$ cat config.mk
export PLATFORM = sky130hd
export DESIGN_NAME = bpwc_core
export DESIGN_NICKNAME = d
export VERILOG_FILES = /design/src/bpwc_spare_note_none.sv /design/src/bpwc_pkg.sv /design/src/bpwc_core.sv /design/src/bpwc_rop.sv /design/src/bpwc_trans_gate.sv
export SDC_FILE = /design/constraint.sdc
export NUM_CORES = 1
export LEC_CHECK = 0
export ABC_AREA = 1
export BUFFER_PORTS_ARGS = -buffer_cell sky130_fd_sc_hd__buf_2
export CAP_MARGIN = 10
export CELL_PAD_IN_SITES_DETAIL_PLACEMENT = 0
export CELL_PAD_IN_SITES_GLOBAL_PLACEMENT = 1
export CORE_ASPECT_RATIO = 0.75
export CORE_UTILIZATION = 37
export DETAILED_ROUTE_END_ITERATION = 6
export PLACE_DENSITY_LB_ADDON = 0.1
export SLEW_MARGIN = 25
export SYNTH_ARGS = -nofsm -noshare
export SYNTH_HDL_FRONTEND = slang
export SYNTH_HIERARCHICAL = 1
export SYNTH_SLANG_ARGS = --single-unit
$ cat constraint.sdc
create_clock -name mclk_in -period 4.1 [get_ports mclk_in]
set_input_delay 0.205 -clock mclk_in [delete_from_list [all_inputs] [get_ports mclk_in]]
set_output_delay 0.205 -clock mclk_in [all_outputs]
set_load 0.05 [all_outputs]
$ cat src/bpwc_spare_note_none.sv
// spare unit: no logic lives here
`timescale 1ns/1ps

$ cat src/bpwc_pkg.sv
// constants shared by the block-transfer pixel write control files
package bpwc_pkg;
  // ************************************************************
  // register map (byte addresses)
  // ************************************************************
  localparam logic [19:0] OPCODE_STATUS_ADDR = 20'h40000;
  localparam logic [19:0] SETUP_CONTROL_ADDR = 20'h40004;
  localparam logic [31:0] OPCODE_STATUS_RESET = 32'h00000000;
  localparam logic [31:0] SETUP_CONTROL_RESET = 32'h00000000;
  localparam logic [1:0] RESP_OKAY = 2'h0;
  localparam logic [1:0] RESP_SLVERR = 2'h2;
  localparam logic [1:0] RESP_DECERR = 2'h3;
  // ************************************************************
  // instruction dword 0 fields
  // ************************************************************
  localparam int OPC_HI = 28;
  localparam int OPC_LO = 22;
  localparam int DW0_KEEP_HI = 22;
  localparam int DW0_KEEP_LO = 5;
  localparam int TRANS_HI = 10;
  localparam int TRANS_LO = 8;
  localparam int VALIGN_HI = 7;
  localparam int VALIGN_LO = 5;
  // ************************************************************
  // status register bit positions
  // ************************************************************
  localparam int ST_BUSY = 31;
  localparam int ST_CLIP = 30;
  localparam int ST_SETUP_MONO = 29;
  localparam int ST_PACKING = 16;
  localparam int ST_GLYPH = 13;
  localparam int ST_SPAN = 12;
  localparam int ST_PIXEL = 11;
  localparam int ST_READ_BACK = 4;
  localparam int ST_CSRC = 3;
  localparam int ST_MSRC = 2;
  localparam int ST_CPAT = 1;
  localparam int ST_MPAT = 0;
  // ************************************************************
  // setup control dword fields
  // ************************************************************
  localparam int SC_SOLID = 31;
  localparam int SC_SRC_TRANS = 29;
  localparam int SC_PAT_TRANS = 28;
  localparam int SC_SRC_SEL = 27;
  localparam int SC_DEPTH_HI = 25;
  localparam int SC_DEPTH_LO = 24;
  localparam int SC_ROP_HI = 23;
  localparam int SC_ROP_LO = 16;
  localparam int SC_PITCH_HI = 13;
  localparam int SC_PITCH_LO = 0;
  localparam logic [1:0] DEPTH_8 = 2'h0;
  localparam logic [1:0] DEPTH_16 = 2'h1;
  localparam logic [1:0] DEPTH_24 = 2'h2;
  localparam logic [23:0] MASK_8 = 24'h0000ff;
  localparam logic [23:0] MASK_16 = 24'h00ffff;
  localparam logic [23:0] MASK_24 = 24'hffffff;
  localparam logic [7:0] ROP_D_ODD = 8'h55;
endpackage

$ cat src/bpwc_core.sv
// block-transfer pixel write control: instruction decode, status, pixel gating, line stepping
//
// The AXI4-Lite slave port was decided locally.
`timescale 1ns/1ps
module bpwc_core #(
  parameter int ADDR_W = 26,
  parameter int LINES_W = 16,
  parameter int AXI_AW = 20,
  parameter logic [6:0] OPC_SETUP = 7'h00,
  parameter logic [6:0] OPC_SETUP_MONO = 7'h11,
  parameter logic [6:0] OPC_PIXEL = 7'h24,
  parameter logic [6:0] OPC_SPAN = 7'h25,
  parameter logic [6:0] OPC_GLYPH = 7'h26,
  parameter logic [6:0] OPC_INLINE = 7'h31
) (
  // clock and reset
  input wire logic mclk_in,
  input wire logic rst_b_in,
  // axi4-lite write address
  input wire logic [AXI_AW-1:0] s_axi_awaddr_in,
  input wire logic [2:0] s_axi_awprot_in,
  input wire logic s_axi_awvalid_in,
  output logic s_axi_awready_out,
  // axi4-lite write data and response
  input wire logic [31:0] s_axi_wdata_in,
  input wire logic [3:0] s_axi_wstrb_in,
  input wire logic s_axi_wvalid_in,
  output logic s_axi_wready_out,
  output logic [1:0] s_axi_bresp_out,
  output logic s_axi_bvalid_out,
  input wire logic s_axi_bready_in,
  // axi4-lite read
  input wire logic [AXI_AW-1:0] s_axi_araddr_in,
  input wire logic [2:0] s_axi_arprot_in,
  input wire logic s_axi_arvalid_in,
  output logic s_axi_arready_out,
  output logic [31:0] s_axi_rdata_out,
  output logic [1:0] s_axi_rresp_out,
  output logic s_axi_rvalid_out,
  input wire logic s_axi_rready_in,
  // instruction stream from the parser
  input wire logic instr_valid_in,
  input wire logic [31:0] instr_dw0_in,
  input wire logic [31:0] instr_dw1_in,
  input wire logic pat_load_valid_in,
  input wire logic [63:0] pat_load_data_in,
  input wire logic [23:0] exp_bg_color_in,
  input wire logic [23:0] exp_fg_color_in,
  // destination address write and start
  input wire logic dest_address_kickoff_reg_wr_in,
  input wire logic [ADDR_W-1:0] dest_address_kickoff_reg_in,
  input wire logic [LINES_W-1:0] dest_lines_in,
  // pixel operands
  input wire logic pix_valid_in,
  input wire logic pix_line_end_in,
  input wire logic [2:0] pix_col_in,
  input wire logic pix_src_bit_in,
  input wire logic [23:0] pix_src_color_in,
  input wire logic [23:0] pix_pat_color_in,
  input wire logic [23:0] pix_dst_color_in,
  // pixel result
  output logic pix_valid_out,
  output logic [23:0] pix_data_out,
  output logic pix_we_out,
  // fetch steering and engine state
  output logic src_fetch_out,
  output logic inline_src_out,
  output logic pat_fetch_out,
  output logic dest_read_back_flag_out,
  output logic [ADDR_W-1:0] dest_addr_out,
  output logic [2:0] pat_row_out,
  output logic busy_out
);
  // ************************************************************
  // opcode decode
  // ************************************************************
  // returns {glyph, span, pixel, setup, csrc, msrc, cpat, mpat}
  function automatic logic [7:0] decode_op(input logic [6:0] op, input logic setup_mono);
    logic [7:0] f;
    f = 8'h00;
    if (op == OPC_SETUP || op == OPC_SETUP_MONO) begin
      f[4] = 1'b1;
    end
    if (op == OPC_PIXEL) begin
      f[7:5] = 3'h1;
      f[0] = 1'b1;
    end
    if (op == OPC_SPAN) begin
      f[7:5] = 3'h2;
      f[1] = !setup_mono;
      f[0] = setup_mono;
    end
    if (op == OPC_GLYPH) begin
      f[7:5] = 3'h4;
      f[2] = 1'b1;
      f[1] = !setup_mono;
      f[0] = setup_mono;
    end
    if (op == OPC_INLINE) begin
      f[3] = 1'b1;
    end
    return f;
  endfunction

  function automatic logic [23:0] depth_mask(input logic [1:0] depth);
    logic [23:0] m;
    m = bpwc_pkg::MASK_24;
    if (depth == bpwc_pkg::DEPTH_8) begin
      m = bpwc_pkg::MASK_8;
    end
    if (depth == bpwc_pkg::DEPTH_16) begin
      m = bpwc_pkg::MASK_16;
    end
    return m;
  endfunction

  // ************************************************************
  // state
  // ************************************************************
  logic [31:0] opcode_status;
  logic [31:0] setup_control;
  logic [63:0] pattern;
  logic [LINES_W-1:0] lines_left;
  logic aw_held;
  logic w_held;

  // ************************************************************
  // instruction decode
  // ************************************************************
  wire logic [6:0] in_op = instr_dw0_in[bpwc_pkg::OPC_HI:bpwc_pkg::OPC_LO];
  wire logic in_setup_mono = (in_op == OPC_SETUP_MONO);
  wire logic cur_setup_mono = opcode_status[bpwc_pkg::ST_SETUP_MONO];
  wire logic next_setup_mono = (in_op == OPC_SETUP) ? 1'b0 : (in_setup_mono ? 1'b1 : cur_setup_mono);
  wire logic [7:0] in_flags = decode_op(in_op, next_setup_mono);
  wire logic in_setup = in_flags[4];
  wire logic [7:0] rop = setup_control[bpwc_pkg::SC_ROP_HI:bpwc_pkg::SC_ROP_LO];
  wire logic [7:0] next_rop = in_setup ? instr_dw1_in[bpwc_pkg::SC_ROP_HI:bpwc_pkg::SC_ROP_LO] : rop;
  // destination matters when the raster code output differs with the d bit
  wire logic rop_uses_dst = (((next_rop >> 1) ^ next_rop) & bpwc_pkg::ROP_D_ODD) != 8'h00;
  wire logic [2:0] in_trans = instr_dw0_in[bpwc_pkg::TRANS_HI:bpwc_pkg::TRANS_LO];
  wire logic in_draw = in_flags[7:5] != 3'h0;
  wire logic in_dst_cmp = in_trans[0] && in_trans[1];
  wire logic in_read_back = in_draw && (rop_uses_dst || in_dst_cmp);
  wire logic [31:0] next_status_word = {
    busy_out,
    1'b0,
    next_setup_mono,
    in_op,
    instr_dw0_in[bpwc_pkg::OPC_LO-1:bpwc_pkg::ST_PACKING],
    2'h0,
    in_flags[7:5],
    instr_dw0_in[bpwc_pkg::TRANS_HI:bpwc_pkg::DW0_KEEP_LO],
    in_read_back,
    in_flags[3:0]
  };

  // ************************************************************
  // latched controls
  // ************************************************************
  wire logic [2:0] trans_mode = opcode_status[bpwc_pkg::TRANS_HI:bpwc_pkg::TRANS_LO];
  wire logic [2:0] valign = opcode_status[bpwc_pkg::VALIGN_HI:bpwc_pkg::VALIGN_LO];
  wire logic f_csrc = opcode_status[bpwc_pkg::ST_CSRC];
  wire logic f_msrc = opcode_status[bpwc_pkg::ST_MSRC];
  wire logic f_cpat = opcode_status[bpwc_pkg::ST_CPAT];
  wire logic f_mpat = opcode_status[bpwc_pkg::ST_MPAT];
  wire logic solid = setup_control[bpwc_pkg::SC_SOLID];
  wire logic src_trans = setup_control[bpwc_pkg::SC_SRC_TRANS];
  wire logic pat_trans = setup_control[bpwc_pkg::SC_PAT_TRANS];
  wire logic src_sel = setup_control[bpwc_pkg::SC_SRC_SEL];
  wire logic [1:0] depth = setup_control[bpwc_pkg::SC_DEPTH_HI:bpwc_pkg::SC_DEPTH_LO];
  wire logic [13:0] pitch = setup_control[bpwc_pkg::SC_PITCH_HI:bpwc_pkg::SC_PITCH_LO];
  wire logic [23:0] mask = depth_mask(depth);
  wire logic [23:0] bg = exp_bg_color_in & mask;
  wire logic [23:0] fg = exp_fg_color_in & mask;

  // ************************************************************
  // per pixel operands
  // ************************************************************
  wire logic pat_bit_raw = pattern[{pat_row_out, pix_col_in}];
  wire logic pat_bit = solid ? 1'b0 : pat_bit_raw;
  wire logic [23:0] src_op = f_msrc ? (pix_src_bit_in ? fg : bg) : pix_src_color_in;
  wire logic [23:0] mono_pat_op = solid ? bg : (pat_bit ? fg : bg);
  wire logic [23:0] pat_op = f_mpat ? mono_pat_op : pix_pat_color_in;
  wire logic [23:0] dst_op = pix_dst_color_in & mask;
  wire logic src_kill = f_msrc && src_trans && !pix_src_bit_in;
  wire logic pat_kill = f_mpat && pat_trans && !pat_bit;
  wire logic [23:0] rop_result;
  wire logic trans_write;
  wire logic pix_take = pix_valid_in && busy_out;
  wire logic last_line = pix_line_end_in && (lines_left <= LINES_W'(1));
  wire logic [ADDR_W-1:0] pitch_ext = ADDR_W'($signed(pitch));
  wire logic [ADDR_W-1:0] next_dest_addr = dest_addr_out + pitch_ext;

  bpwc_rop #(
    .WIDTH(24)
  ) u_rop (
    .rop_in(rop),
    .pat_in(pat_op),
    .src_in(src_op),
    .dst_in(dst_op),
    .result_out(rop_result)
  );

  bpwc_trans_gate u_gate (
    .mode_in(trans_mode),
    .mask_in(mask),
    .bg_in(bg),
    .rop_result_in(rop_result & mask),
    .dst_in(dst_op),
    .write_out(trans_write)
  );

  // ************************************************************
  // instruction and setup registers
  // ************************************************************
  always_ff @(posedge mclk_in or negedge rst_b_in) begin
    if (!rst_b_in) begin
      opcode_status <= bpwc_pkg::OPCODE_STATUS_RESET;
      setup_control <= bpwc_pkg::SETUP_CONTROL_RESET;
      pattern <= 64'h0000000000000000;
    end else begin
      if (instr_valid_in) begin
        opcode_status <= next_status_word;
      end
      if (instr_valid_in && in_setup) begin
        setup_control <= instr_dw1_in;
      end
      if (pat_load_valid_in) begin
        pattern <= pat_load_data_in;
      end
    end
  end

  // ************************************************************
  // engine run state and line stepping
  // ************************************************************
  always_ff @(posedge mclk_in or negedge rst_b_in) begin
    if (!rst_b_in) begin
      busy_out <= 1'b0;
      dest_addr_out <= '0;
      lines_left <= '0;
      pat_row_out <= 3'h0;
    end else begin
      if (dest_address_kickoff_reg_wr_in) begin
        busy_out <= 1'b1;
        dest_addr_out <= dest_address_kickoff_reg_in;
        lines_left <= dest_lines_in;
        pat_row_out <= valign;
      end else if (pix_take && pix_line_end_in) begin
        dest_addr_out <= next_dest_addr;
        lines_left <= lines_left - LINES_W'(1);
        pat_row_out <= pat_row_out + 3'h1;
        if (last_line) begin
          busy_out <= 1'b0;
        end
      end
    end
  end

  // ************************************************************
  // pixel output and fetch steering
  // ************************************************************
  always_ff @(posedge mclk_in or negedge rst_b_in) begin
    if (!rst_b_in) begin
      pix_valid_out <= 1'b0;
      pix_data_out <= 24'h000000;
      pix_we_out <= 1'b0;
      src_fetch_out <= 1'b0;
      inline_src_out <= 1'b0;
      pat_fetch_out <= 1'b0;
      dest_read_back_flag_out <= 1'b0;
    end else begin
      pix_valid_out <= pix_take;
      pix_data_out <= rop_result & mask;
      pix_we_out <= pix_take && trans_write && !src_kill && !pat_kill;
      src_fetch_out <= (f_csrc || f_msrc) && !src_sel;
      inline_src_out <= (f_csrc || f_msrc) && src_sel;
      pat_fetch_out <= f_cpat || (f_mpat && !solid);
      dest_read_back_flag_out <= opcode_status[bpwc_pkg::ST_READ_BACK];
    end
  end

  // ************************************************************
  // axi4-lite slave: registers are read only, writes answer slverr
  // ************************************************************
  wire logic aw_take = s_axi_awvalid_in && s_axi_awready_out;
  wire logic w_take = s_axi_wvalid_in && s_axi_wready_out;
  wire logic aw_have = aw_held || aw_take;
  wire logic w_have = w_held || w_take;
  wire logic ar_take = s_axi_arvalid_in && s_axi_arready_out;
  wire logic rd_status = s_axi_araddr_in == bpwc_pkg::OPCODE_STATUS_ADDR;
  wire logic rd_setup = s_axi_araddr_in == bpwc_pkg::SETUP_CONTROL_ADDR;
  wire logic [31:0] live_status = {busy_out, opcode_status[30:0]};
  wire logic [31:0] rd_word = rd_status ? live_status : (rd_setup ? setup_control : 32'h00000000);
  wire logic [1:0] rd_resp = (rd_status || rd_setup) ? bpwc_pkg::RESP_OKAY : bpwc_pkg::RESP_DECERR;

  always_ff @(posedge mclk_in or negedge rst_b_in) begin
    if (!rst_b_in) begin
      s_axi_awready_out <= 1'b1;
      s_axi_wready_out <= 1'b1;
      aw_held <= 1'b0;
      w_held <= 1'b0;
      s_axi_bvalid_out <= 1'b0;
      s_axi_bresp_out <= bpwc_pkg::RESP_OKAY;
    end else begin
      if (aw_have && w_have && !s_axi_bvalid_out) begin
        s_axi_bvalid_out <= 1'b1;
        s_axi_bresp_out <= bpwc_pkg::RESP_SLVERR;
        aw_held <= 1'b0;
        w_held <= 1'b0;
        s_axi_awready_out <= 1'b0;
        s_axi_wready_out <= 1'b0;
      end else begin
        if (aw_take) begin
          aw_held <= 1'b1;
          s_axi_awready_out <= 1'b0;
        end
        if (w_take) begin
          w_held <= 1'b1;
          s_axi_wready_out <= 1'b0;
        end
        if (s_axi_bvalid_out && s_axi_bready_in) begin
          s_axi_bvalid_out <= 1'b0;
          s_axi_awready_out <= 1'b1;
          s_axi_wready_out <= 1'b1;
        end
      end
    end
  end

  always_ff @(posedge mclk_in or negedge rst_b_in) begin
    if (!rst_b_in) begin
      s_axi_arready_out <= 1'b1;
      s_axi_rvalid_out <= 1'b0;
      s_axi_rdata_out <= 32'h00000000;
      s_axi_rresp_out <= bpwc_pkg::RESP_OKAY;
    end else begin
      if (ar_take) begin
        s_axi_arready_out <= 1'b0;
        s_axi_rvalid_out <= 1'b1;
        s_axi_rdata_out <= rd_word;
        s_axi_rresp_out <= rd_resp;
      end else if (s_axi_rvalid_out && s_axi_rready_in) begin
        s_axi_rvalid_out <= 1'b0;
        s_axi_arready_out <= 1'b1;
      end
    end
  end
endmodule

$ cat src/bpwc_rop.sv
// ternary raster operation over one colour word
`timescale 1ns/1ps
module bpwc_rop #(
  parameter int WIDTH = 24
) (
  // operands
  input wire logic [7:0] rop_in,
  input wire logic [WIDTH-1:0] pat_in,
  input wire logic [WIDTH-1:0] src_in,
  input wire logic [WIDTH-1:0] dst_in,
  // result
  output logic [WIDTH-1:0] result_out
);
  // ************************************************************
  // per bit lookup
  // ************************************************************
  genvar gi;
  generate
    for (gi = 0; gi < WIDTH; gi++) begin : g_bit
      assign result_out[gi] = rop_in[{pat_in[gi], src_in[gi], dst_in[gi]}];
    end
  endgenerate
endmodule

$ cat src/bpwc_trans_gate.sv
// destination colour transparency write decision
`timescale 1ns/1ps
module bpwc_trans_gate (
  // controls
  input wire logic [2:0] mode_in,
  input wire logic [23:0] mask_in,
  // colours
  input wire logic [23:0] bg_in,
  input wire logic [23:0] rop_result_in,
  input wire logic [23:0] dst_in,
  // decision
  output logic write_out
);
  // ************************************************************
  // compare
  // ************************************************************
  wire logic [23:0] other = mode_in[1] ? dst_in : rop_result_in;
  wire logic same = ((bg_in ^ other) & mask_in) == 24'h000000;
  wire logic want_equal = mode_in[2];
  assign write_out = !mode_in[0] ? 1'b1 : (want_equal ? same : !same);
endmodule

======== Word-level counts from Yosys, hierarchy flattened ========
Index checks and enable logic that the tools add are counted.
word-level totals
  flip-flop bits (word level) ............. 242
  latch bits .............................. 0
  RAM bits ................................ 0
  memory bits (read-only) ................. 0
  input bits .............................. 388
  output and inout port bits .............. 101
  logic and storage cells ................. 221
  memories kept ........................... 0
cells by class
  add/subtract/negate cells ............... 3
  multipliers ............................. 0
  divide/modulo/power cells ............... 0
  $lt $le $gt $ge ......................... 26
  equality and inequality tests ........... 8
  shift operators ......................... 0
  mux-type cells .......................... 100
  bitwise logic cells ..................... 7
  reduce and logical (&&, ||, !) cells .... 53
operator list
  operator               number
  $mux 24                8
  $and 24x24->24         5
  $lt 3x4->1 const B     24
  $bmux 1 s3             24
  $mux 32                2
  $mux 1                 53
  $mux 26                2
  $eq 20x19->1 const B   2
  $mux 16                2
  $eq 7x6->1 const B     4
  $add 26x26->26         1
  $logic_not 24->1       1
  $xor 24x24->24         1
  $logic_and 1x1->1      23
  $le 16x1->1 const B    1
  $sub 16x1->16 const B  1
  $mux 3                 4
  $reduce_bool 2->1      6
  $logic_not 1->1        9
  $reduce_bool 3->1      3
  $mux 8                 1
  $reduce_bool 8->1      1
  $eq 7x5->1 const B     1
  $logic_not 7->1        1
  other kinds (9)        17

======== Longest topological paths before layout ========
Gate-level depths: netlist (run 1).
  depth after elaboration ................. 20
  mapped depth ............................ 34
  depth with buffers taken out ............ 32

======== Hierarchy ========
The synthesis (run 1) kept the hierarchy.
by module, submodules not included
  module           instances  cells an instance  area an instance (um^2)  seq. area each (um^2)
  bpwc_core        1          1687               13427.9                  6009.5
  bpwc_rop         1          504                2132.0                   0.0
  bpwc_trans_gate  1          182                865.8                    0.0

======== Worst setup path before layout (run 1) ========
No wires, ideal clock.
  path type ............................... reg2reg
  start ................................... reg setup_control[25]
  end ..................................... reg pix_we_out
  setup time .............................. 0.082 ns
  arrival time ............................ 2.839 ns
  required time ........................... 4.018 ns
  slack ................................... 1.179 ns
  stages on the path, launching flop included .. 25
  path buffers ............................ 2
  clock period less this slack ............ 2.921 ns
  path through ............................ dfrtp_1 -> clkbuf_1 -> nor2_2 -> inv_1 -> clkbuf_1 -> a21oi_1 -> o21ai_0 -> nand3_1 -> nand2_1 -> nand2_1 -> nand2_1 -> inv_1 -> nor2_1 -> nand2_2 -> nand2_1 -> nand2_1 -> nand3_1 -> nand2_1 -> nor2_1 -> nand2_1 -> nor2_2 -> nand3_1 -> nand3_1 -> o311ai_0 -> a31oi_1
between the ends
  elaborated cells on any way between the ends .. 71
  classes of those cells .................. 1 x eq/ne; 58 x mux; 6 x bitwise; 6 x reduce/logical
RTL lines
  element                            line                                source
  start: declaration                 bpwc_core.sv:121                    logic [31:0] setup_control;
  start signal: assignment           bpwc_core.sv:219                    setup_control <= bpwc_pkg::SETUP_CONTROL_RESET;
  start signal: assignment           bpwc_core.sv:226                    setup_control <= instr_dw1_in;
  $logic_not 2->1                    bpwc_core.sv:108                    if (depth == bpwc_pkg::DEPTH_8) begin
  $mux 24                            bpwc_core.sv:108
  $mux 24 *                          bpwc_core.sv:111                    if (depth == bpwc_pkg::DEPTH_16) begin
  named net mask[10]                 bpwc_core.sv:172                    wire logic [23:0] mask = depth_mask(depth);
  $and 24x24->24 (on tied branches)  bpwc_core.sv:173, bpwc_core.sv:174
  $mux 24 * (2 in series)            bpwc_core.sv:181                    wire logic [23:0] src_op = f_msrc ? (pix_src_bit_in ? fg : bg) : pix_src_color_in;
  named net src_op[10]               bpwc_core.sv:181
  $bmux 1 s3 *                       bpwc_rop.sv:20                      assign result_out[gi] = rop_in[{pat_in[gi], src_in[gi], dst_in[gi]}];
  (+1 left out)                      -
  named net rop_result[10]           bpwc_core.sv:187                    wire logic [23:0] rop_result;
  (+1 left out)                      -
  $mux 24 *                          bpwc_trans_gate.sv:17               wire logic [23:0] other = mode_in[1] ? dst_in : rop_result_in;
  $xor 24x24->24 *                   bpwc_trans_gate.sv:18               wire logic same = ((bg_in ^ other) & mask_in) == 24'h000000;
  $and 24x24->24 *                   bpwc_trans_gate.sv:18
  $logic_not 24->1 *                 bpwc_trans_gate.sv:18
  $logic_not 1->1                    bpwc_trans_gate.sv:20               assign write_out = !mode_in[0] ? 1'b1 : (want_equal ? same : !same);
  $mux 1 * (2 in series)             bpwc_trans_gate.sv:20
  named net trans_write              bpwc_core.sv:188                    wire logic trans_write;
  $logic_and 1x1->1 * (3 in series)  bpwc_core.sv:275                    pix_we_out <= pix_take && trans_write && !src_kill && !pat_kill;
  end signal: assignment             bpwc_core.sv:275
  end: declaration                   bpwc_core.sv:64                     output logic pix_we_out,
Mark *: on every way through the listed nets, which the timed path passes. The rest lies on a longest branch. The select of a mux whose other input is x is not followed.
A chain may end at the register's enable or synchronous reset.

======== Worst setup path after layout (run 1) ========
  start ................................... reg setup_control[24]
  end ..................................... reg pix_we_out
between the ends
  elaborated cells on any way between the ends .. 71
  classes of those cells .................. 1 x eq/ne; 58 x mux; 6 x bitwise; 6 x reduce/logical
RTL lines
  element                            line                   source
  $logic_not 2->1                    bpwc_core.sv:108
  $mux 24                            bpwc_core.sv:108
  $mux 24 *                          bpwc_core.sv:111
  $and 24x24->24 *                   bpwc_core.sv:173       wire logic [23:0] bg = exp_bg_color_in & mask;
  named net bg[14]                   bpwc_core.sv:173
  $mux 24 * (2 in series)            bpwc_core.sv:181
  named net src_op[14]               bpwc_core.sv:181
  $bmux 1 s3 *                       bpwc_rop.sv:20
  (+1 left out)                      -
  named net rop_result[14]           bpwc_core.sv:187
  (+1 left out)                      -
  $mux 24 *                          bpwc_trans_gate.sv:17
  $xor 24x24->24 *                   bpwc_trans_gate.sv:18
  $and 24x24->24 *                   bpwc_trans_gate.sv:18
  $logic_not 24->1 *                 bpwc_trans_gate.sv:18
  $logic_not 1->1                    bpwc_trans_gate.sv:20
  $mux 1 * (2 in series)             bpwc_trans_gate.sv:20
  named net trans_write              bpwc_core.sv:188
  $logic_and 1x1->1 * (3 in series)  bpwc_core.sv:275
Marked as above.

==> key figures, run 1 <==
Outcome
  • Outcome: complete, no violations

Clocking
  • CTS root buf: clkbuf_16
  • Clk Latency, worst-skew pair: 0.57 ns
  • H-tree lvl count: 1
  • Clk sinks: 240
  • Clk pin slew, worst setup/hold paths: 0.06 ns
  • TritonCTS Buffers: 28
  • CTS tree: yes
  • Post-CTS setup buffers: 0
  • Clock buffer depth: 3

Detailed routing
  • Starting DRC count in detailed routing: 1,333
  • Number of remaining DRC errors: 0
  • Wirelength, routed: 63,600 um
  • Final ANT Viol Nets: 0
  • Vias per inst: 5.10
  • Wire length per cell: 18.1 um
  • DR vias: 18,000
  • First-pass DRT Iterations: 6

Cells and area
  • Post-layout instance area: 0.0216 mm2
  • Fraction of layout cells with a size suffix above 1: 21.6%
  • Synth-to-layout area growth: 31.5%
  • Fin util: 49.5%
  • Fill count: 4,378
  • Nets@finish: 3,333

Setup path
  • Data required time of the worst path: 4.58 ns
  • CP Cell Sequence: nor2_2 > clkinvlp_4 > nand2_1 > inv_1 > o21ai_0 > o21ai_0 > inv_1 > nand3_1 > nand2_1 > nand2_1 > nand2_1 > inv_1 > nor2_1 > nand2_1 > nand2_1 > nand2_1 > nand3_1 > nand4_1 > nor2_1 > nand3_1 > nand3_1 > o311ai_0 > a31oi_1
  • Worst path most repeated cell: nand2_1
  • RR Startpoint: setup_control[24]
  • Worst Path Max Fanout: 14
  • Crit path DAT: 4.13 ns
  • Max incr delay on CP: 0.41 ns
  • Crit Path Category: reg2reg
  • Slowest-stage cell, CP: dfrtp_1
  • Nature of the critical path startpoint: flip-flop
  • Worst setup EP type: flip-flop
  • Worst Setup SP: setup_control[24]

Floorplanning
  • Core ar.: 0.0436 mm2
  • Die area: 0.0452 mm2
  • Die height: 184 um
  • Chip Width: 245 um
  • Top Ports: 489
  • Total number of placement rows: 66
  • Starting density of the core: 37.7%

Power and ir drop
  • Leakage: 11.8 nW
  • Switching power total: 3.97 mW
  • Clock power frac: 30.3%
  • VDD IR-drop max: 0.421 mV
  • Net Sw Frac: 41.5%
  • Logic pwr share: 37.9%
  • Overall power: 9.56 mW
  • Flop pwr share: 31.8%
  • Internal cell power: 5.59 mW
  • Power Dens Cells: 443 mW/mm2

Place
  • DP HPWL: 44,900 um
  • Number of port buffers: 412
  • Area post-placement: 0.0189 mm2
  • Dpl ws: 0.361 ns
  • Final GP Congestion: 0.907

Synth
  • Post-Syn Area: 0.0164 mm2
  • Top cell type's share of synthesized area: 36.1%
  • Post-synth EDFFs: 0
  • Synth unique cells: 51
  • Most common cell in the netlist: nand2_1
  • Area contributors post-synth: dfrtp_1 36%, nand2_1 19%, nand3_1 8.0%
  • Synth warnings: 6
  • Main synth FF type: dfrtp_1
  • Leading area contributor after synthesis: dfrtp_1
  • Async set-reset flop share out of synthesis: 100%
  • Cell types with the highest counts after synthesis: 837 x nand2_1, 262 x nand3_1, 237 x dfrtp_1
  • Sequential area share after synthesis: 36.6%
  • Synth Instances: 2,373
  • Seq cells post-synth: 240
  • Syn avg cell area: 6.92 um2

STA
  • Final Hold Fails: 0
  • Normalized max-slew margin: 31.2%
  • Achievable Freq: 0.274 GHz
  • Tmin final: 3.65 ns
  • Worst setup margin: 0.448 ns
  • Final period utilization: 89.1%
  • Clk_skew: 0.0142 ns
  • RSZ-0062 raised after global routing: no
  • Fin. max-slew vios: 0
  • Final setup violation count: 0
  • Worst Tran Pin Value: 1.03 ns
  • Post-Route Setup TNS: 0 ns

Global routing
  • First-pass GRT wire length: 96,000 um
  • Total global routing overflow: 0
  • Total track usage: 27.2%
  • Vias in the first global route: 17,300
  • Largest net degree at the start of global routing: 100
  • Initial antenna violation count: 6

Worst hold path
  • Worst Hold Class: in2reg
  • Min-delay src: pix_pat_color_in[5]

Job
  • # Max-Cap Violations: 0
[power by group through the flow]
stage / registers [mW] / clock network (mW) / logic [mW]
finish: 3.04 / 2.89 / 3.63
global route: 3.08 / 3.03 / 3.95
CTS: 3.04 / 2.96 / 3.60
detailed placement: 3.08 / 0 / 3.46
global placement: 3.07 / 0 / 3.41
floorplan: 3.77 / 0 / 1.70
[routing by layer]
| layer | GRT usage, % | share of wire (%) | up-vias |
|---|---|---|---|
| met3 | 3.29 | 5.7 | 115 |
| met1 | 39.0 | 47 | 8511 |
| met2 | 42.5 | 44 | 599 |
| met5 | 0 | 0.060 | - |
| met4 | 8.77 | 3.1 | 6 |
| li1 | - | - | 8719 |
[what timing repair did]
item	4_1_cts	5_1_grt
hold endpoints to repair	259	0
hold buffers	165	0
resized for setup	0	1
setup endpoints to repair	0	1
[path summary, 6_finish.rpt]
| path | endpoint | slack [ns] | depth (start not counted) |
|---|---|---|---|
| max | pix_we_out | 0.45 | 23 |
| min | pix_data_out[5] | 0.02 | 5 |
| max reg2reg | pix_we_out | 0.45 | 23 |
| min reg2reg | dest_read_back_flag_out | 0.38 | 0 |
| max in group asynchronous | setup_control[20] | 2.79 | 3 |
| min in group asynchronous | pattern[29] | 0.27 | 2 |
[cells by family after synthesis]
group,after synthesis,synth area share (%)
AND/OR/NAND/NOR,1344,34.2
buffers and inverters,360,9.85
AO/OA/AOI/OAI,281,9.46
flip-flops,240,36.6
multiplexers,92,6.31
adder cells (fa/ha/maj),29,2.25
XOR/XNOR,25,1.33
other,2,0.0457
[critical path, delay by kind of cell (launching register included)]
kind / cells / cell delay (ns)
flops: 1 / 0.41
buf+inv: 4 / 0.60
compound gates: 4 / 0.66
simple gates: 15 / 1.90
[cells in the final DEF, fill, tap and decap left out, types with 9 or more instances in the layout]
cell,count
nor2_1,165
a21oi_1,87
nor3_1,9
buf_2,410
o211ai_1,16
inv_2,21
dfrtp_1,237
nand3_1,262
inv_1,232
mux2_2,92
o21ai_0,136
nor4_1,9
xor2_1,18
nand4_1,12
conb_1,9
buf_4,29
clkbuf_16,29
nand2_2,10
nand2_1,836
nand3b_1,27
dlygate4sd3_1,165
ha_1,28
[state kept, by name, indices dropped and copies added, names as in the netlist, 3 cells and up]
| register | cells |
|---|---|
| dest_addr_out | 26 |
| pix_data_out | 24 |
| opcode_status | 27 |
| lines_left | 16 |
| pat_row_out | 3 |
| pattern | 64 |
| s_axi_rdata_out | 32 |
| setup_control | 32 |
[stage by stage]
step                cells  hold WS (ns)
global placement     3298         0.318
finish               3518        0.0158
floorplan            2380       -0.0906
detailed placement   3298         0.316
global route         3518        0.0524
CTS                  3515       0.00541
[cell type report]
cell class / count / area, um2 / area share [%]
multi-input cells: 1780 / 8830 / 40.9
flip-flops and latches: 240 / 6010 / 27.8
repair buffers: 607 / 3980 / 18.4
inverters: 258 / 982 / 4.55
clock buffers: 33 / 781 / 3.62
well taps: 578 / 723 / 3.35
clock inverters: 19 / 277 / 1.28
repair inverters: 1 / 5.00 / 0.0232
diodes: 2 / 5.00 / 0.0232
No activity file was read; power rests on OpenSTA's default activity.
==> run 2, diff against run 1 <==
--- a/config.mk
+++ b/config.mk
@@ -11,7 +11,7 @@
 export CELL_PAD_IN_SITES_DETAIL_PLACEMENT = 0
 export CELL_PAD_IN_SITES_GLOBAL_PLACEMENT = 1
 export CORE_ASPECT_RATIO = 0.75
-export CORE_UTILIZATION = 37
+export CORE_UTILIZATION = 40
 export DETAILED_ROUTE_END_ITERATION = 6
 export PLACE_DENSITY_LB_ADDON = 0.1
 export SLEW_MARGIN = 25
==> constraint.sdc (replaced) <==
create_clock -name mclk_in -period 4.5 [get_ports mclk_in]
set_input_delay 0.225 -clock mclk_in [delete_from_list [all_inputs] [get_ports mclk_in]]
set_output_delay 0.225 -clock mclk_in [all_outputs]
set_load 0.05 [all_outputs]
==> key figures, run 2 (same netlist as run 1, synthesis figures left out) <==
Cells and area
  • Register Area: 0.00601 mm2
  • Fraction of layout cells with a size suffix above 1: 21.1%
  • Area of the multi-input gates: 0.00883 mm2
  • Biggest register: pattern
  • Max reg flops: 64
  • Nets@finish: 3,319
  • Most frequent cells in the layout: 836 x nand2_1, 411 x buf_2, 262 x nand3_1, 237 x dfrtp_1, 233 x inv_1
  • Fin cells: 3,449
  • Fill count: 3,972
  • Synth-to-layout area growth: 29.7%
  • Top flop regs: pattern (64), s_axi_rdata_out (32), setup_control (32)
  • Most common cell after layout, fill and taps aside: nand2_1
  • Fin util: 53.3%

Clocking
  • Clk Latency, worst-skew pair: 0.57 ns
  • CTS tree: yes
  • Clk sinks: 240
  • Post-CTS sizing: 0
  • H-tree lvl count: 1
  • Clk pin slew, worst setup/hold paths: 0.07 ns
  • Clock buffer depth: 3
  • TritonCTS Buffers: 28
  • Post-CTS setup buffers: 0
  • CTS root buf: clkbuf_16

Worst hold path
  • Worst hold endpoint: dest_addr_out[4]
  • Hold depth: 3
  • Worst Hold Class: in2reg
  • Min-delay src: dest_address_kickoff_reg_in[4]

Power and ir drop
  • Switching power total: 3.55 mW
  • Overall power: 8.46 mW
  • Logic pwr share: 38.8%
  • Net Sw Frac: 42.0%
  • Clock power frac: 28.5%
  • VDD IR-drop max: 0.461 mV
  • Leakage: 11.7 nW
  • Power Dens Cells: 397 mW/mm2
  • Flop pwr share: 32.7%
  • Internal cell power: 4.91 mW

Detailed routing
  • Wire length per cell: 18.2 um
  • Wirelength, routed: 62,800 um
  • DR vias: 17,900
  • Vias per inst: 5.20
  • Final ANT Viol Nets: 0
  • First-pass DRT Iterations: 7
  • Starting DRC count in detailed routing: 1,596
  • Number of remaining DRC errors: 10

Setup path
  • Worst setup EP type: flip-flop
  • Reg-to-Reg End: pix_we_out
  • Data required time of the worst path: 4.98 ns
  • Crit Path Category: reg2reg
  • Crit path DAT: 4.26 ns
  • RR Startpoint: setup_control[24]
  • Reg2Reg Setup Slack: 0.72 ns
  • Worst Path Max Fanout: 28
  • Nature of the critical path startpoint: flip-flop
  • Worst Reg-to-Reg Cells: 24

Floorplanning
  • Total number of placement rows: 63
  • Starting density of the core: 41.1%
  • Die area: 0.0419 mm2
  • Chip Width: 236 um
  • Core ar.: 0.0400 mm2
  • Die height: 177 um
  • Top Ports: 489

STA
  • Final Hold Fails: 0
  • Post-Route Setup TNS: 0 ns
  • Worst Tran Pin Value: 1.11 ns
  • Clk_skew: 0.0262 ns
  • Worst setup margin: 0.715 ns
  • Tmin final: 3.78 ns
  • Final setup violation count: 0
  • Final period utilization: 84.1%
  • Achievable Freq: 0.264 GHz
  • Fin. max-slew vios: 0
  • Normalized max-slew margin: 26.2%
  • RSZ-0062 raised after global routing: no

Global routing
  • Vias in the first global route: 17,200
  • Total track usage: 29.2%
  • Largest net degree at the start of global routing: 102
  • Initial antenna violation count: 5
  • First-pass GRT wire length: 95,500 um
  • Total global routing overflow: 0

Job
  • # Max-Cap Violations: 0

Place
  • Dpl ws: 0.469 ns
  • DP HPWL: 44,500 um
  • Number of port buffers: 412
  • Final GP Congestion: 0.895
  • Dpl cells: 3,231

Outcome
  • Failing checks: DRC
  • Outcome: complete, but fails checks
[run 2: cell types whose count changed in the layout (fill, tap and decap cells not counted), moves of 2 or more]
cell and delta:
dlygate4sd3_1 -4, buf_4 -9, clkinv_2 +2, diode_2 +3
bufinv_16 -3, clkinvlp_4 -4, inv_6 -2, clkbuf_1 +6
[run 2: metrics by stage]
stage / hold slack [ns] / cell area [um2]
detailed placement: 0.342 / 18700
CTS: 0.00499 / 21300
floorplan: -0.0706 / 16500
global placement: 0.341 / 18700
global route: 0.0599 / 21300
finish: 0.0218 / 21300
[run 2: final cells by class]
class	instances	area share, %
multi-input combinational	1780	41.5
sequential	240	28.2
timing repair buffer	594	18.1
inverter	258	4.59
clock buffer	39	3.77
tap	520	3.05
clock inverter	13	0.746
antenna	5	0.0587
[run 2: worst max path at each step]
stage / end / start / slack [ns]
finish: pix_we_out / setup_control[24] / 0.72
global route: pix_we_out / setup_control[24] / 0.27
CTS: pix_we_out / setup_control[24] / 0.72
detailed placement: pix_we_out / pix_col_in[0] / 0.47
global placement: pix_we_out / pix_col_in[0] / 0.48
floorplan: pix_we_out / setup_control[25] / 1.58
[run 2: power by group through the flow]
stage / registers, mW / logic (mW) / clock network, mW
3_3_place_gp: 2.79 / 3.09 / 0
5_1_grt: 2.81 / 3.57 / 2.53
3_5_place_dp: 2.80 / 3.13 / 0
2_1_floorplan: 3.44 / 1.55 / 0
6_report: 2.77 / 3.28 / 2.41
4_1_cts: 2.77 / 3.26 / 2.46
[run 2: repair_timing]
| item | in CTS | in global routing |
|---|---|---|
| endpoints found under the hold margin | 258 | 0 |
| setup endpoints to repair | 0 | 0 |
| hold buffers | 161 | 0 |
[run 2: worst max-delay path: stages (launching register included)]
cell,delay [ns]
dfrtp_1,0.39
nor2_2,0.06
inv_1,0.64
nand2_1,0.18
inv_1,0.14
o21ai_0,0.07
o21ai_0,0.38
nand3_1,0.13
nand2_1,0.09
nand2_1,0.05
nand2_1,0.06
inv_1,0.03
nor2_1,0.19
nand2_2,0.09
nand2_1,0.07
nand2_1,0.05
nand3_1,0.06
nand2_1,0.06
nor2_1,0.25
nand2_1,0.11
nor2_2,0.12
nand3_1,0.07
nand3_1,0.10
o311ai_0,0.12
a31oi_1,0.16
[run 2: metal layers]
layer / share of wire, % / track usage, % / up-vias
met5: 0.037 / 0 / -
met4: 3.0 / 8.91 / 4
met3: 6.2 / 3.61 / 123
met2: 45 / 47.1 / 674
met1: 46 / 40.9 / 8459
li1: - / - / 8689
